## config.mk

```make
export PLATFORM = sky130hd
export DESIGN_NAME = gpm_port_mux
export DESIGN_NICKNAME = d
export VERILOG_FILES = /design/src/logic/gpm_port_mux.v
export VERILOG_INCLUDE_DIRS = /design/src /design/src/logic
export SDC_FILE = /design/constraint.sdc
export NUM_CORES = 1
export LEC_CHECK = 0
export BUFFER_PORTS_ARGS = -buffer_cell sky130_fd_sc_hd__buf_2
export CORE_MARGIN = 10
export CORE_UTILIZATION = 48
export CTS_CLUSTER_SIZE = 24
export DETAILED_ROUTE_END_ITERATION = 10
export GPL_TIMING_DRIVEN = 0
export PLACE_DENSITY = 0.72
export RECOVER_POWER = 50
export SLEW_MARGIN = 15
export SYNTH_ARGS = -nofsm -noshare
export SYNTH_HDL_FRONTEND = slang
export SYNTH_SLANG_ARGS = --single-unit
```

## constraint.sdc

```tcl
create_clock -name clk -period 5.6 [get_ports clk]
set_input_delay 0.84 -clock clk [delete_from_list [all_inputs] [get_ports clk]]
set_output_delay 0.84 -clock clk [all_outputs]
set_load 0.01 [all_outputs]
```

## src/logic/gpm_port_mux_regs.vh

```
// register map, field positions and reset values of the port and pin mux block
// assumes a 32-bit Avalon-MM slave with byte addresses; every register is one word
`ifndef GPM_PORT_MUX_REGS_VH
`define GPM_PORT_MUX_REGS_VH

// byte offsets
`define GPM_FIRST_LATCH 8'h00
`define GPM_FIRST_DIR 8'h04
`define GPM_SECOND_LATCH 8'h08
`define GPM_SECOND_DIR 8'h0C
`define GPM_THIRD_LATCH 8'h10
`define GPM_THIRD_DIR 8'h14
`define GPM_FOURTH_LATCH 8'h18
`define GPM_FOURTH_DIR 8'h1C
`define GPM_SHARED_PU 8'h20
`define GPM_THIRD_PU 8'h24
`define GPM_THIRD_ALT 8'h28
`define GPM_FOURTH_ALT 8'h2C
`define GPM_SERIAL_MODE 8'h30
`define GPM_EDGE_SEL 8'h34
`define GPM_IRQ_STATUS 8'h38
`define GPM_IRQ_MASK 8'h3C
`define GPM_FIRST_PINS 8'h40
`define GPM_SECOND_PINS 8'h44
`define GPM_THIRD_PINS 8'h48
`define GPM_FOURTH_PINS 8'h4C

// shared pull-up option bit positions
`define GPM_PU_FIRST 0
`define GPM_PU_SECOND 1
`define GPM_PU_FOURTH 3

// serial mode bit: 0 synchronous, 1 asynchronous
`define GPM_MODE_ASYNC 0

// edge select codes, two bits per external interrupt
`define GPM_EDGE_OFF 2'h0
`define GPM_EDGE_RISE 2'h1
`define GPM_EDGE_FALL 2'h2
`define GPM_EDGE_BOTH 2'h3

// reset values: direction 1 means input
`define GPM_DIR_RESET 8'hFF
`define GPM_ZERO 8'h00

`endif

```

## src/logic/gpm_port_mux.v

```verilog
// four general-purpose ports with direction, pull-up control and alternate pin functions
// assumes pins synchronous to clk; pad drivers outside resolve out/oe/pullup
//
// Local design decisions: the Avalon-MM slave port and the address map.
`timescale 1ns/1ps
`include "gpm_port_mux_regs.vh"

// Contract
// first port is 8 bits, each pin input or output by its direction bit.
// first, second, fourth port pull-up only when shared option set and pin is input.
// second port is 6 bits, per-pin direction, shared pull-up option for inputs.
// fourth port is 2 bits, per-pin direction; pins carry wide timer and buzzer.
// third port is 8 bits, per-pin direction, pull-ups from its own option register.
// each external interrupt detects rising, falling or both edges by its select.
// third port bit 0 carries sync serial clock or async baud clock input.
// third port bit 1 carries sync serial data out or async transmit out.
// third port bit 2 carries sync serial data in or async receive in.
// third port bit 3 is the sync serial chip select input when selected.
// third port bit 7 carries event counter clock input or its output.
// fourth bit 0 carries wide timer out; third bit 6 third interrupt or capture.
// after reset every pin is an input and alternate functions are off.
module gpm_port_mux (
	input wire clk,
	input wire reset,
	input wire [7:0] avs_address,
	input wire avs_read,
	input wire avs_write,
	input wire [31:0] avs_writedata,
	input wire [3:0] avs_byteenable,
	output reg [31:0] avs_readdata,
	output reg avs_waitrequest,
	output reg irq,
	input wire [7:0] first_port_pins_in,
	output reg [7:0] first_port_pins_out,
	output reg [7:0] first_port_pins_oe,
	output reg [7:0] first_port_pullup,
	input wire [5:0] second_port_pins_in,
	output reg [5:0] second_port_pins_out,
	output reg [5:0] second_port_pins_oe,
	output reg [5:0] second_port_pullup,
	input wire [7:0] third_port_pins_in,
	output reg [7:0] third_port_pins_out,
	output reg [7:0] third_port_pins_oe,
	output reg [7:0] third_port_pullup,
	input wire fourth_port_bit0_in,
	output reg fourth_port_bit0_out,
	output reg fourth_port_bit0_oe,
	output reg fourth_port_bit0_pullup,
	input wire fourth_port_bit1_in,
	output reg fourth_port_bit1_out,
	output reg fourth_port_bit1_oe,
	output reg fourth_port_bit1_pullup,
	input wire sync_serial_clock_drive,
	input wire sync_serial_clock_drive_en,
	input wire sync_serial_out,
	input wire async_transmit_out,
	input wire event_counter_out,
	input wire wide_timer_out,
	input wire buzzer_out,
	output reg sync_serial_clock,
	output reg async_baud_clock_in,
	output reg sync_serial_in,
	output reg async_receive_in,
	output reg sync_chip_select_in,
	output reg event_counter_clock_in,
	output reg capture_edge_in,
	output reg ext_irq_a,
	output reg ext_irq_b,
	output reg ext_irq_c
);

	// address compare used by the read mux and every write
	function hit;
		input [7:0] addr;
		input [7:0] offs;
		begin
			hit = (addr == offs);
		end
	endfunction

	reg [7:0] first_lat_reg;
	reg [7:0] first_dir_reg;
	reg [5:0] second_lat_reg;
	reg [5:0] second_dir_reg;
	reg [7:0] third_lat_reg;
	reg [7:0] third_dir_reg;
	reg [1:0] fourth_lat_reg;
	reg [1:0] fourth_dir_reg;
	reg [3:0] shared_pu_reg;
	reg [7:0] third_pu_reg;
	reg [7:0] third_alt_reg;
	reg [1:0] fourth_alt_reg;
	reg serial_mode_reg;
	reg [5:0] edge_sel_reg;
	reg [2:0] irq_stat_reg;
	reg [2:0] irq_mask_reg;
	reg [2:0] irq_prev_reg;
	reg [31:0] rdata_next;
	wire [2:0] irq_stat_next;
	wire [2:0] edge_hit;
	wire [2:0] irq_src;
	wire req;
	wire do_wr;
	wire async_sel;

	assign req = avs_read | avs_write;
	// transfer completes on the edge where the master sees waitrequest low
	assign do_wr = avs_write & ~avs_waitrequest & avs_byteenable[0];
	assign async_sel = serial_mode_reg;
	assign irq_src = third_port_pins_in[6:4];

	// edge detectors; only armed once the pin's alternate function is on
	genvar gi;
	generate
		for (gi = 0; gi < 3; gi = gi + 1) begin : g_edge
			wire rise;
			wire fall;
			wire [1:0] sel;
			assign sel = edge_sel_reg[2*gi+1:2*gi];
			assign rise = irq_src[gi] & ~irq_prev_reg[gi];
			assign fall = ~irq_src[gi] & irq_prev_reg[gi];
			assign edge_hit[gi] = third_alt_reg[4+gi] &
				((sel == `GPM_EDGE_RISE) & rise |
				(sel == `GPM_EDGE_FALL) & fall |
				(sel == `GPM_EDGE_BOTH) & (rise | fall));
		end
	endgenerate

	// write-one-to-clear, but a new edge in the same cycle wins
	assign irq_stat_next = (irq_stat_reg &
		~((do_wr & hit(avs_address, `GPM_IRQ_STATUS)) ? avs_writedata[2:0] : 3'h0))
		| edge_hit;

	// read mux; unmapped addresses read zero
	always @* begin
		rdata_next = 32'h0000_0000;
		case (1'b1)
			hit(avs_address, `GPM_FIRST_LATCH): rdata_next[7:0] = first_lat_reg;
			hit(avs_address, `GPM_FIRST_DIR): rdata_next[7:0] = first_dir_reg;
			hit(avs_address, `GPM_SECOND_LATCH): rdata_next[5:0] = second_lat_reg;
			hit(avs_address, `GPM_SECOND_DIR): rdata_next[5:0] = second_dir_reg;
			hit(avs_address, `GPM_THIRD_LATCH): rdata_next[7:0] = third_lat_reg;
			hit(avs_address, `GPM_THIRD_DIR): rdata_next[7:0] = third_dir_reg;
			hit(avs_address, `GPM_FOURTH_LATCH): rdata_next[1:0] = fourth_lat_reg;
			hit(avs_address, `GPM_FOURTH_DIR): rdata_next[1:0] = fourth_dir_reg;
			hit(avs_address, `GPM_SHARED_PU): rdata_next[3:0] = shared_pu_reg;
			hit(avs_address, `GPM_THIRD_PU): rdata_next[7:0] = third_pu_reg;
			hit(avs_address, `GPM_THIRD_ALT): rdata_next[7:0] = third_alt_reg;
			hit(avs_address, `GPM_FOURTH_ALT): rdata_next[1:0] = fourth_alt_reg;
			hit(avs_address, `GPM_SERIAL_MODE): rdata_next[0] = serial_mode_reg;
			hit(avs_address, `GPM_EDGE_SEL): rdata_next[5:0] = edge_sel_reg;
			hit(avs_address, `GPM_IRQ_STATUS): rdata_next[2:0] = irq_stat_reg;
			hit(avs_address, `GPM_IRQ_MASK): rdata_next[2:0] = irq_mask_reg;
			hit(avs_address, `GPM_FIRST_PINS): rdata_next[7:0] = first_port_pins_in;
			hit(avs_address, `GPM_SECOND_PINS): rdata_next[5:0] = second_port_pins_in;
			hit(avs_address, `GPM_THIRD_PINS): rdata_next[7:0] = third_port_pins_in;
			hit(avs_address, `GPM_FOURTH_PINS):
				rdata_next[1:0] = {fourth_port_bit1_in, fourth_port_bit0_in};
			default: rdata_next = 32'h0000_0000;
		endcase
	end

	// bus handshake: one wait cycle, idle waitrequest stays high
	always @(posedge clk or posedge reset) begin
		if (reset) begin
			avs_waitrequest <= 1'b1;
			avs_readdata <= 32'h0000_0000;
		end else begin
			avs_waitrequest <= ~(req & avs_waitrequest);
			if (avs_read & avs_waitrequest)
				avs_readdata <= rdata_next;
		end
	end

	// software registers; direction 1 = input
	always @(posedge clk or posedge reset) begin
		if (reset) begin
			first_dir_reg <= `GPM_DIR_RESET;
			second_dir_reg <= 6'h3F;
			third_dir_reg <= `GPM_DIR_RESET;
			fourth_dir_reg <= 2'h3;
			first_lat_reg <= `GPM_ZERO;
			second_lat_reg <= 6'h00;
			third_lat_reg <= `GPM_ZERO;
			fourth_lat_reg <= 2'h0;
			shared_pu_reg <= 4'h0;
			third_pu_reg <= `GPM_ZERO;
			third_alt_reg <= `GPM_ZERO;
			fourth_alt_reg <= 2'h0;
			serial_mode_reg <= 1'b0;
			edge_sel_reg <= 6'h00;
			irq_mask_reg <= 3'h0;
		end else if (do_wr) begin
			if (hit(avs_address, `GPM_FIRST_LATCH))
				first_lat_reg <= avs_writedata[7:0];
			if (hit(avs_address, `GPM_FIRST_DIR))
				first_dir_reg <= avs_writedata[7:0];
			if (hit(avs_address, `GPM_SECOND_LATCH))
				second_lat_reg <= avs_writedata[5:0];
			if (hit(avs_address, `GPM_SECOND_DIR))
				second_dir_reg <= avs_writedata[5:0];
			if (hit(avs_address, `GPM_THIRD_LATCH))
				third_lat_reg <= avs_writedata[7:0];
			if (hit(avs_address, `GPM_THIRD_DIR))
				third_dir_reg <= avs_writedata[7:0];
			if (hit(avs_address, `GPM_FOURTH_LATCH))
				fourth_lat_reg <= avs_writedata[1:0];
			if (hit(avs_address, `GPM_FOURTH_DIR))
				fourth_dir_reg <= avs_writedata[1:0];
			if (hit(avs_address, `GPM_SHARED_PU))
				shared_pu_reg <= avs_writedata[3:0];
			if (hit(avs_address, `GPM_THIRD_PU))
				third_pu_reg <= avs_writedata[7:0];
			if (hit(avs_address, `GPM_THIRD_ALT))
				third_alt_reg <= avs_writedata[7:0];
			if (hit(avs_address, `GPM_FOURTH_ALT))
				fourth_alt_reg <= avs_writedata[1:0];
			if (hit(avs_address, `GPM_SERIAL_MODE))
				serial_mode_reg <= avs_writedata[`GPM_MODE_ASYNC];
			if (hit(avs_address, `GPM_EDGE_SEL))
				edge_sel_reg <= avs_writedata[5:0];
			if (hit(avs_address, `GPM_IRQ_MASK))
				irq_mask_reg <= avs_writedata[2:0];
		end
	end

	// interrupt status, edge history and level interrupt
	always @(posedge clk or posedge reset) begin
		if (reset) begin
			irq_stat_reg <= 3'h0;
			irq_prev_reg <= 3'h0;
			irq <= 1'b0;
			ext_irq_a <= 1'b0;
			ext_irq_b <= 1'b0;
			ext_irq_c <= 1'b0;
		end else begin
			irq_stat_reg <= irq_stat_next;
			irq_prev_reg <= irq_src;
			irq <= |(irq_stat_next & irq_mask_reg);
			ext_irq_a <= edge_hit[0];
			ext_irq_b <= edge_hit[1];
			ext_irq_c <= edge_hit[2];
		end
	end

	// pad drive for the plain ports; pull-up only on input pins
	always @(posedge clk or posedge reset) begin
		if (reset) begin
			first_port_pins_out <= `GPM_ZERO;
			first_port_pins_oe <= `GPM_ZERO;
			first_port_pullup <= `GPM_ZERO;
			second_port_pins_out <= 6'h00;
			second_port_pins_oe <= 6'h00;
			second_port_pullup <= 6'h00;
		end else begin
			first_port_pins_out <= first_lat_reg;
			first_port_pins_oe <= ~first_dir_reg;
			first_port_pullup <= {8{shared_pu_reg[`GPM_PU_FIRST]}} & first_dir_reg;
			second_port_pins_out <= second_lat_reg;
			second_port_pins_oe <= ~second_dir_reg;
			second_port_pullup <= {6{shared_pu_reg[`GPM_PU_SECOND]}} & second_dir_reg;
		end
	end

	// third port pads; input-only alternates force the pin off the bus
	always @(posedge clk or posedge reset) begin
		if (reset) begin
			third_port_pins_out <= `GPM_ZERO;
			third_port_pins_oe <= `GPM_ZERO;
			third_port_pullup <= `GPM_ZERO;
		end else begin
			third_port_pins_out[0] <= third_alt_reg[0] ? sync_serial_clock_drive
				: third_lat_reg[0];
			third_port_pins_out[1] <= third_alt_reg[1] ?
				(async_sel ? async_transmit_out : sync_serial_out) : third_lat_reg[1];
			third_port_pins_out[6:2] <= third_lat_reg[6:2];
			third_port_pins_out[7] <= third_alt_reg[7] ? event_counter_out
				: third_lat_reg[7];
			// serial clock drives only as sync master; baud clock is input only
			third_port_pins_oe[0] <= third_alt_reg[0] ?
				(~async_sel & sync_serial_clock_drive_en) : ~third_dir_reg[0];
			third_port_pins_oe[1] <= ~third_dir_reg[1];
			third_port_pins_oe[6:2] <= ~third_dir_reg[6:2] & ~third_alt_reg[6:2];
			third_port_pins_oe[7] <= ~third_dir_reg[7];
			// these pull-ups ignore direction, unlike the shared option
			third_port_pullup <= third_pu_reg;
		end
	end

	// fourth port pads
	always @(posedge clk or posedge reset) begin
		if (reset) begin
			fourth_port_bit0_out <= 1'b0;
			fourth_port_bit0_oe <= 1'b0;
			fourth_port_bit0_pullup <= 1'b0;
			fourth_port_bit1_out <= 1'b0;
			fourth_port_bit1_oe <= 1'b0;
			fourth_port_bit1_pullup <= 1'b0;
		end else begin
			fourth_port_bit0_out <= fourth_alt_reg[0] ? wide_timer_out
				: fourth_lat_reg[0];
			fourth_port_bit1_out <= fourth_alt_reg[1] ? buzzer_out
				: fourth_lat_reg[1];
			fourth_port_bit0_oe <= ~fourth_dir_reg[0];
			fourth_port_bit1_oe <= ~fourth_dir_reg[1];
			fourth_port_bit0_pullup <= shared_pu_reg[`GPM_PU_FOURTH] & fourth_dir_reg[0];
			fourth_port_bit1_pullup <= shared_pu_reg[`GPM_PU_FOURTH] & fourth_dir_reg[1];
		end
	end

	// inputs toward the peripheral units; unselected paths rest low
	always @(posedge clk or posedge reset) begin
		if (reset) begin
			sync_serial_clock <= 1'b0;
			async_baud_clock_in <= 1'b0;
			sync_serial_in <= 1'b0;
			async_receive_in <= 1'b0;
			sync_chip_select_in <= 1'b0;
			event_counter_clock_in <= 1'b0;
			capture_edge_in <= 1'b0;
		end else begin
			sync_serial_clock <= third_alt_reg[0] & ~async_sel & third_port_pins_in[0];
			async_baud_clock_in <= third_alt_reg[0] & async_sel & third_port_pins_in[0];
			sync_serial_in <= third_alt_reg[2] & ~async_sel & third_port_pins_in[2];
			async_receive_in <= third_alt_reg[2] & async_sel & third_port_pins_in[2];
			sync_chip_select_in <= third_alt_reg[3] & third_port_pins_in[3];
			// counter clock only while pin is an input, else it rests low and never feeds back its own output
			event_counter_clock_in <= third_alt_reg[7] & third_dir_reg[7]
				& third_port_pins_in[7];
			capture_edge_in <= third_alt_reg[6] & third_port_pins_in[6];
		end
	end

endmodule

```

### Word level (Yosys, flattened, before mapping)

Cells that the tools add are included.

| operators by class | value |
|---|---|
| equal/unequal tests | 28 |
| mux-type cells | 124 |
| bitwise logic cells | 73 |
| reduce and logical (&&, ||, !) cells | 17 |

Operator list:

| operator | number |
|---|---|
| $mux 1 | 85 |
| $mux 2 | 38 |
| $eq 8x6->1 const B | 8 |
| $and 1x1->1 | 38 |
| $eq 8x5->1 const B | 4 |
| $eq 8x7->1 const B | 4 |
| $reduce_and 2->1 | 15 |
| $eq 8x4->1 const B | 2 |
| $not 1->1 | 14 |
| $eq 2x2->1 const B | 6 |
| $not 5->5 | 2 |
| $or 1x1->1 | 10 |
| $and 8x8->8 | 1 |
| $eq 8x3->1 const B | 1 |
| $logic_not 8->1 | 1 |
| $not 8->8 | 1 |
| $and 3x3->3 | 2 |
| $and 6x6->6 | 1 |
| $eq 2x1->1 const B | 3 |
| $not 6->6 | 1 |
| $and 5x5->5 | 1 |
| $mux 3 | 1 |
| $not 3->3 | 1 |
| $or 3x3->3 | 1 |
| $reduce_or 3->1 | 1 |

| storage, ports and cells | value |
|---|---|
| flip-flop bits (word level) | 178 |
| input port bits | 79 |
| output and inout port bits | 116 |
| logic and storage cells | 287 |

### Longest topological paths before layout

| depth | value |
|---|---|
| depth in word-level cells | 21 |
| gate-level depth with buffers | 9 |
| depth with buffers taken out | 8 |

### Worst setup path after synthesis

OpenSTA, ideal clock, no wires.

| timing | value |
|---|---|
| path type | input to register |
| start point | input port avs_address[2] |
| end point | register first_lat_reg[0] |
| library setup time | 0.128 ns |
| arrival time | 2.181 ns |
| data required time | 5.472 ns |
| path slack | 3.291 ns |
| stages | 6 |
| buffers on the path | 2 |
| cell sequence | buf_2 > nor4_4 > nand2_1 > or2_1 > buf_2 > mux2_1 |

| on the way | value |
|---|---|
| longest elaborated chain between the ends | 2 |

Ends and longest elaborated chain:

| what | line | RTL |
|---|---|---|
| start, declared | gpm_port_mux.v:25 | `input wire [7:0] avs_address,` |
| $logic_not 8->1 | gpm_port_mux.v:77 | `hit = (addr == offs);` |
| $reduce_and 2->1 (no source line) | -- |  |
| end signal, assigned | gpm_port_mux.v:182 | `` first_lat_reg <= `GPM_ZERO; `` |
| end signal, assigned | gpm_port_mux.v:195 | `first_lat_reg <= avs_writedata[7:0];` |
| end, declared | gpm_port_mux.v:81 | `reg [7:0] first_lat_reg;` |

Every way passes these cells.
A chain may end at the register's enable or synchronous reset.

### Worst setup path after layout

| timing | value |
|---|---|
| start point | input port avs_address[1] |
| end point | register third_pu_reg[4] |

| on the way | value |
|---|---|
| longest elaborated chain between the ends | 2 |

Ends and longest elaborated chain:

| what | line | RTL |
|---|---|---|
| $eq 8x6->1 | gpm_port_mux.v:77 |  |
| $reduce_and 2->1 (no source line) | -- |  |
| end signal, assigned | gpm_port_mux.v:187 | `` third_pu_reg <= `GPM_ZERO; `` |
| end signal, assigned | gpm_port_mux.v:213 | `third_pu_reg <= avs_writedata[7:0];` |
| end, declared | gpm_port_mux.v:90 | `reg [7:0] third_pu_reg;` |

Every way passes these cells.

==> summary.md <==
| Metric | Value |
|---|---|
| Worst-path clk slew | `60 ps` |
| Share of layout cells above drive strength 1 | `between 30 and 40%` |
| Startpoint types | `primary input` |
| Min cycle time layout | `around 2500 ps` |
| EDFF count, synth | `0` |
| Ports | `approximately 200` |
| Mux cell area share after synthesis | `a little over an eighth` |
| Share of the synthesized area in the top cell type | `between 40% and 50%` |
| Yosys cell types | `between 60 and 70` |
| Latest clock arrival within the worst-skew pair | `~430 ps` |
| Hold buffer count at cts | `0` |
| Setup WS pre-CTS | `between 2000 and 3000 ps` |
| Status | `finished with violations` |
| Gates resized, CTS repair | `0` |
| R2r worst-path depth | `6` |
| Row cnt | `46` |
| Critical Path RT | `roughly 5900 ps` |
| Worst Skew | `a little over 7 ps` |
| Post-synthesis simple-gate area fraction | `between 10 and 15%` |
| Max VDD drop | `between 0.0002 and 0.00025 V` |
| Final hold violation count | `0` |
| GRT Util Overall | `21.5%` |
| MaxCap Viol Count | `3` |
| XOR/XNOR Fraction of Synth Area | `0%` |
| Clk root buf | `clkbuf_16` |
| Worst path slowest cell | `mux2_2` |
| FMAX | `around 400 MHz` |
| Synth Area in Adders | `less than 1%` |
| Most frequent cells in the layout | `dfrtp_1 (153), buf_2 (142), mux2_2 (73)` |
| Die area | `approximately 21000 sq um` |
| Setup slack, reg-to-reg | `around 3500 ps` |
| Final wirelength | `about 23000 microns` |
| PortBufs | `around 140` |
| Core Area | `approximately 16000 sq um` |
| Die H | `around 150 microns` |
| Endpoint class of the critical path | `flop` |
| Arr. time, crit path | `approximately 2900 ps` |
| Num CTS Buffers | `17` |
| CP cell instances | `buf_2 > or2_1 > clkbuf_1 > nor3_2 > buf_4 > nand2_1 > mux2_2` |
| Area Overhead vs Synth | `22.2%` |
| First-pass iteration count of the detailed router | `6` |
| Main combinational cell family by area after synthesis | `multiplexers` |
| Sw Pwr | `roughly 680 uW` |
| CTS tree | `built` |
| Vias per cell | `5.52` |
| Syn Area/Cell | `about 12 sq um` |
| WL per Instance | `around 22 microns` |
| # setup viols final | `0` |
| Hold Crit Depth | `0` |
| FF+latch count, synth | `roughly 180` |
| Grt total ovfl | `0` |
| Crit path kind | `in -> reg` |
| Internal power | `2.09 mW` |
| Biggest area consumer among synthesized cells | `dfrtp_1` |
| H-tree depth | `4` |
| Logic pwr share | `~8%` |
| Most used DFF post-synth | `dfrtp_1` |
| Fin Setup TNS | `0 ps` |
| Cells after Synth | `626` |
| DRC Markers | `0` |
| Post-CTS setup buffer count | `0` |
| Post-synth ARST share | `100%` |
| Ys Warns | `0` |
| Max incr delay on CP | `410 ps` |
| Via count | `around 5700` |
| Compound-Gate Fraction of Synth Area | `9.92%` |
| Most common cell after layout, fill and taps aside | `dfrtp_1` |
| Clock sink count | `around 180` |
| Leak | `about 4.6 nW` |
| Switching Fraction | `about a quarter` |
| Largest fanout on the critical path | `10` |
| Largest net degree at the start of global routing | `38` |
| Levels on crit path | `7` |
| Failing checks | `capacitance limit, slew limit` |
| Sequential Power Share | `48.0%` |
| RSZ-0062 raised after global routing | `no` |
| Synth top area cells | `dfrtp_1 (50%), mux2_2 (11%), dfstp_2 (8.5%), buf_4 (2.5%), nand2_1 (2.4%)` |
| Buffer depth of the longest clock path | `2` |
| Hold Crit Class | `reg -> reg` |
| Final worst slack | `3050 ps` |
| Global-route wire length before repair | `36000 microns` |
| Worst Tran Pin Value | `1730 ps` |
| Initial Util | `between 40% and 50%` |
| P per Cell Area | `294 nW/um^2` |
| Register area share after synthesis | `a little under 60%` |
| Initial antenna violation count | `0` |
| DP Wirelength | `~18000 microns` |
| Crit-path leading delay family | `simple AND/OR/NAND/NOR gates` |
| Clk network pwr share | `44.0%` |
| Worst slew margin | `-15.3%` |
| Chip width | `about 150 microns` |
| CP bufs+invs | `3` |
| Tcrit/Tclk final | `between 40% and 50%` |
| Antenna Nets Post-Route | `0` |
| Routability-driven placement congestion ratio | `between 0.9 and 1` |
| Pins Over Slew Limit | `100` |
| Post-Syn Area | `slightly below 8000 sq um` |
| Initial drt markers | `a little over 500` |
| Number of nets in the layout | `895` |
| Number of global-route vias before repair | `6037` |
[cell type report]
| cell class | count | area, sq um |
|---|---|---|
| diodes | 1 | 2.50 |
| plain buffers | 49 | 315 |
| clock buffers | 20 | 467 |
| clock inverters | 12 | 148 |
| fillers | 1350 | 6370 |
| inverters | 32 | 124 |
| multi-input cells | 390 | 2860 |
| flip-flops and latches | 178 | 4490 |
| well taps | 216 | 270 |
| repair buffers | 142 | 732 |
[routing by layer]
layer  GRT usage [%]  routed length [microns]  vias to the layer above
li1                -                        -                     2521
met1            26.8                     9730                     2905
met2            35.9                    11600                      290
met3            5.28                     1590                       28
met4            6.86                      427                        0
met5               0                        0                        -
[cells by family after synthesis]
family,after synthesis
fa+ha+maj,6
compound gates,114
flops,178
mux,93
simple gates,153
other cells,1
buf+inv,81
[stage by stage]
| stage | power (mW) | instances | cell area [sq um] | hold slack [ps] | util [%] |
|---|---|---|---|---|---|
| 6_report | 2.77 | 1040 | 9400 | 381 | 59.6 |
| 5_1_grt | 2.86 | 1039 | 9400 | 390 | 59.6 |
| 4_1_cts | 2.79 | 1039 | 9450 | 381 | 59.9 |
| 3_5_place_dp | 1.57 | 1007 | 8840 | 367 | 56.0 |
| 3_3_place_gp | 1.56 | 1002 | 8740 | 363 | 55.4 |
| 2_1_floorplan | 1.48 | 649 | 7780 | 354 | - |
[final timing paths]
kind | from | end
max in group asynchronous | reset | first_port_pins_oe[7]
min in group asynchronous | reset | second_lat_reg[3]
worst max-delay path | avs_address[1] | third_pu_reg[4]
worst max register to register | avs_waitrequest | irq
worst min register to register | third_lat_reg[6] | third_port_pins_out[6]
worst min-delay path | third_lat_reg[6] | third_port_pins_out[6]
[synth_stat cells (5+ instances only)]
cell / instances
dfrtp_1: 153
mux2_2: 73
nand2_1: 49
inv_1: 31
a21oi_1: 26
buf_4: 26
dfstp_2: 25
o21ai_0: 25
nor2_1: 24
and2_1: 19
nand3_1: 12
mux2_1: 11
clkbuf_1: 10
buf_2: 9
mux2i_1: 8
nor3_1: 7
o22ai_1: 7
ha_1: 6
nand2b_1: 6
o211ai_1: 6
or3_1: 6
and3_1: 5
nor2b_1: 5
[power groups by stage]
stage | Sequential, mW | Clock (mW) | Combinational (mW)
global placement | 1.35 | 0 | 0.208
finish | 1.33 | 1.22 | 0.219
detailed placement | 1.35 | 0 | 0.221
CTS | 1.33 | 1.24 | 0.223
floorplan | 1.36 | 0 | 0.120
global route | 1.33 | 1.29 | 0.239
(Power assumes the default switching activity.)
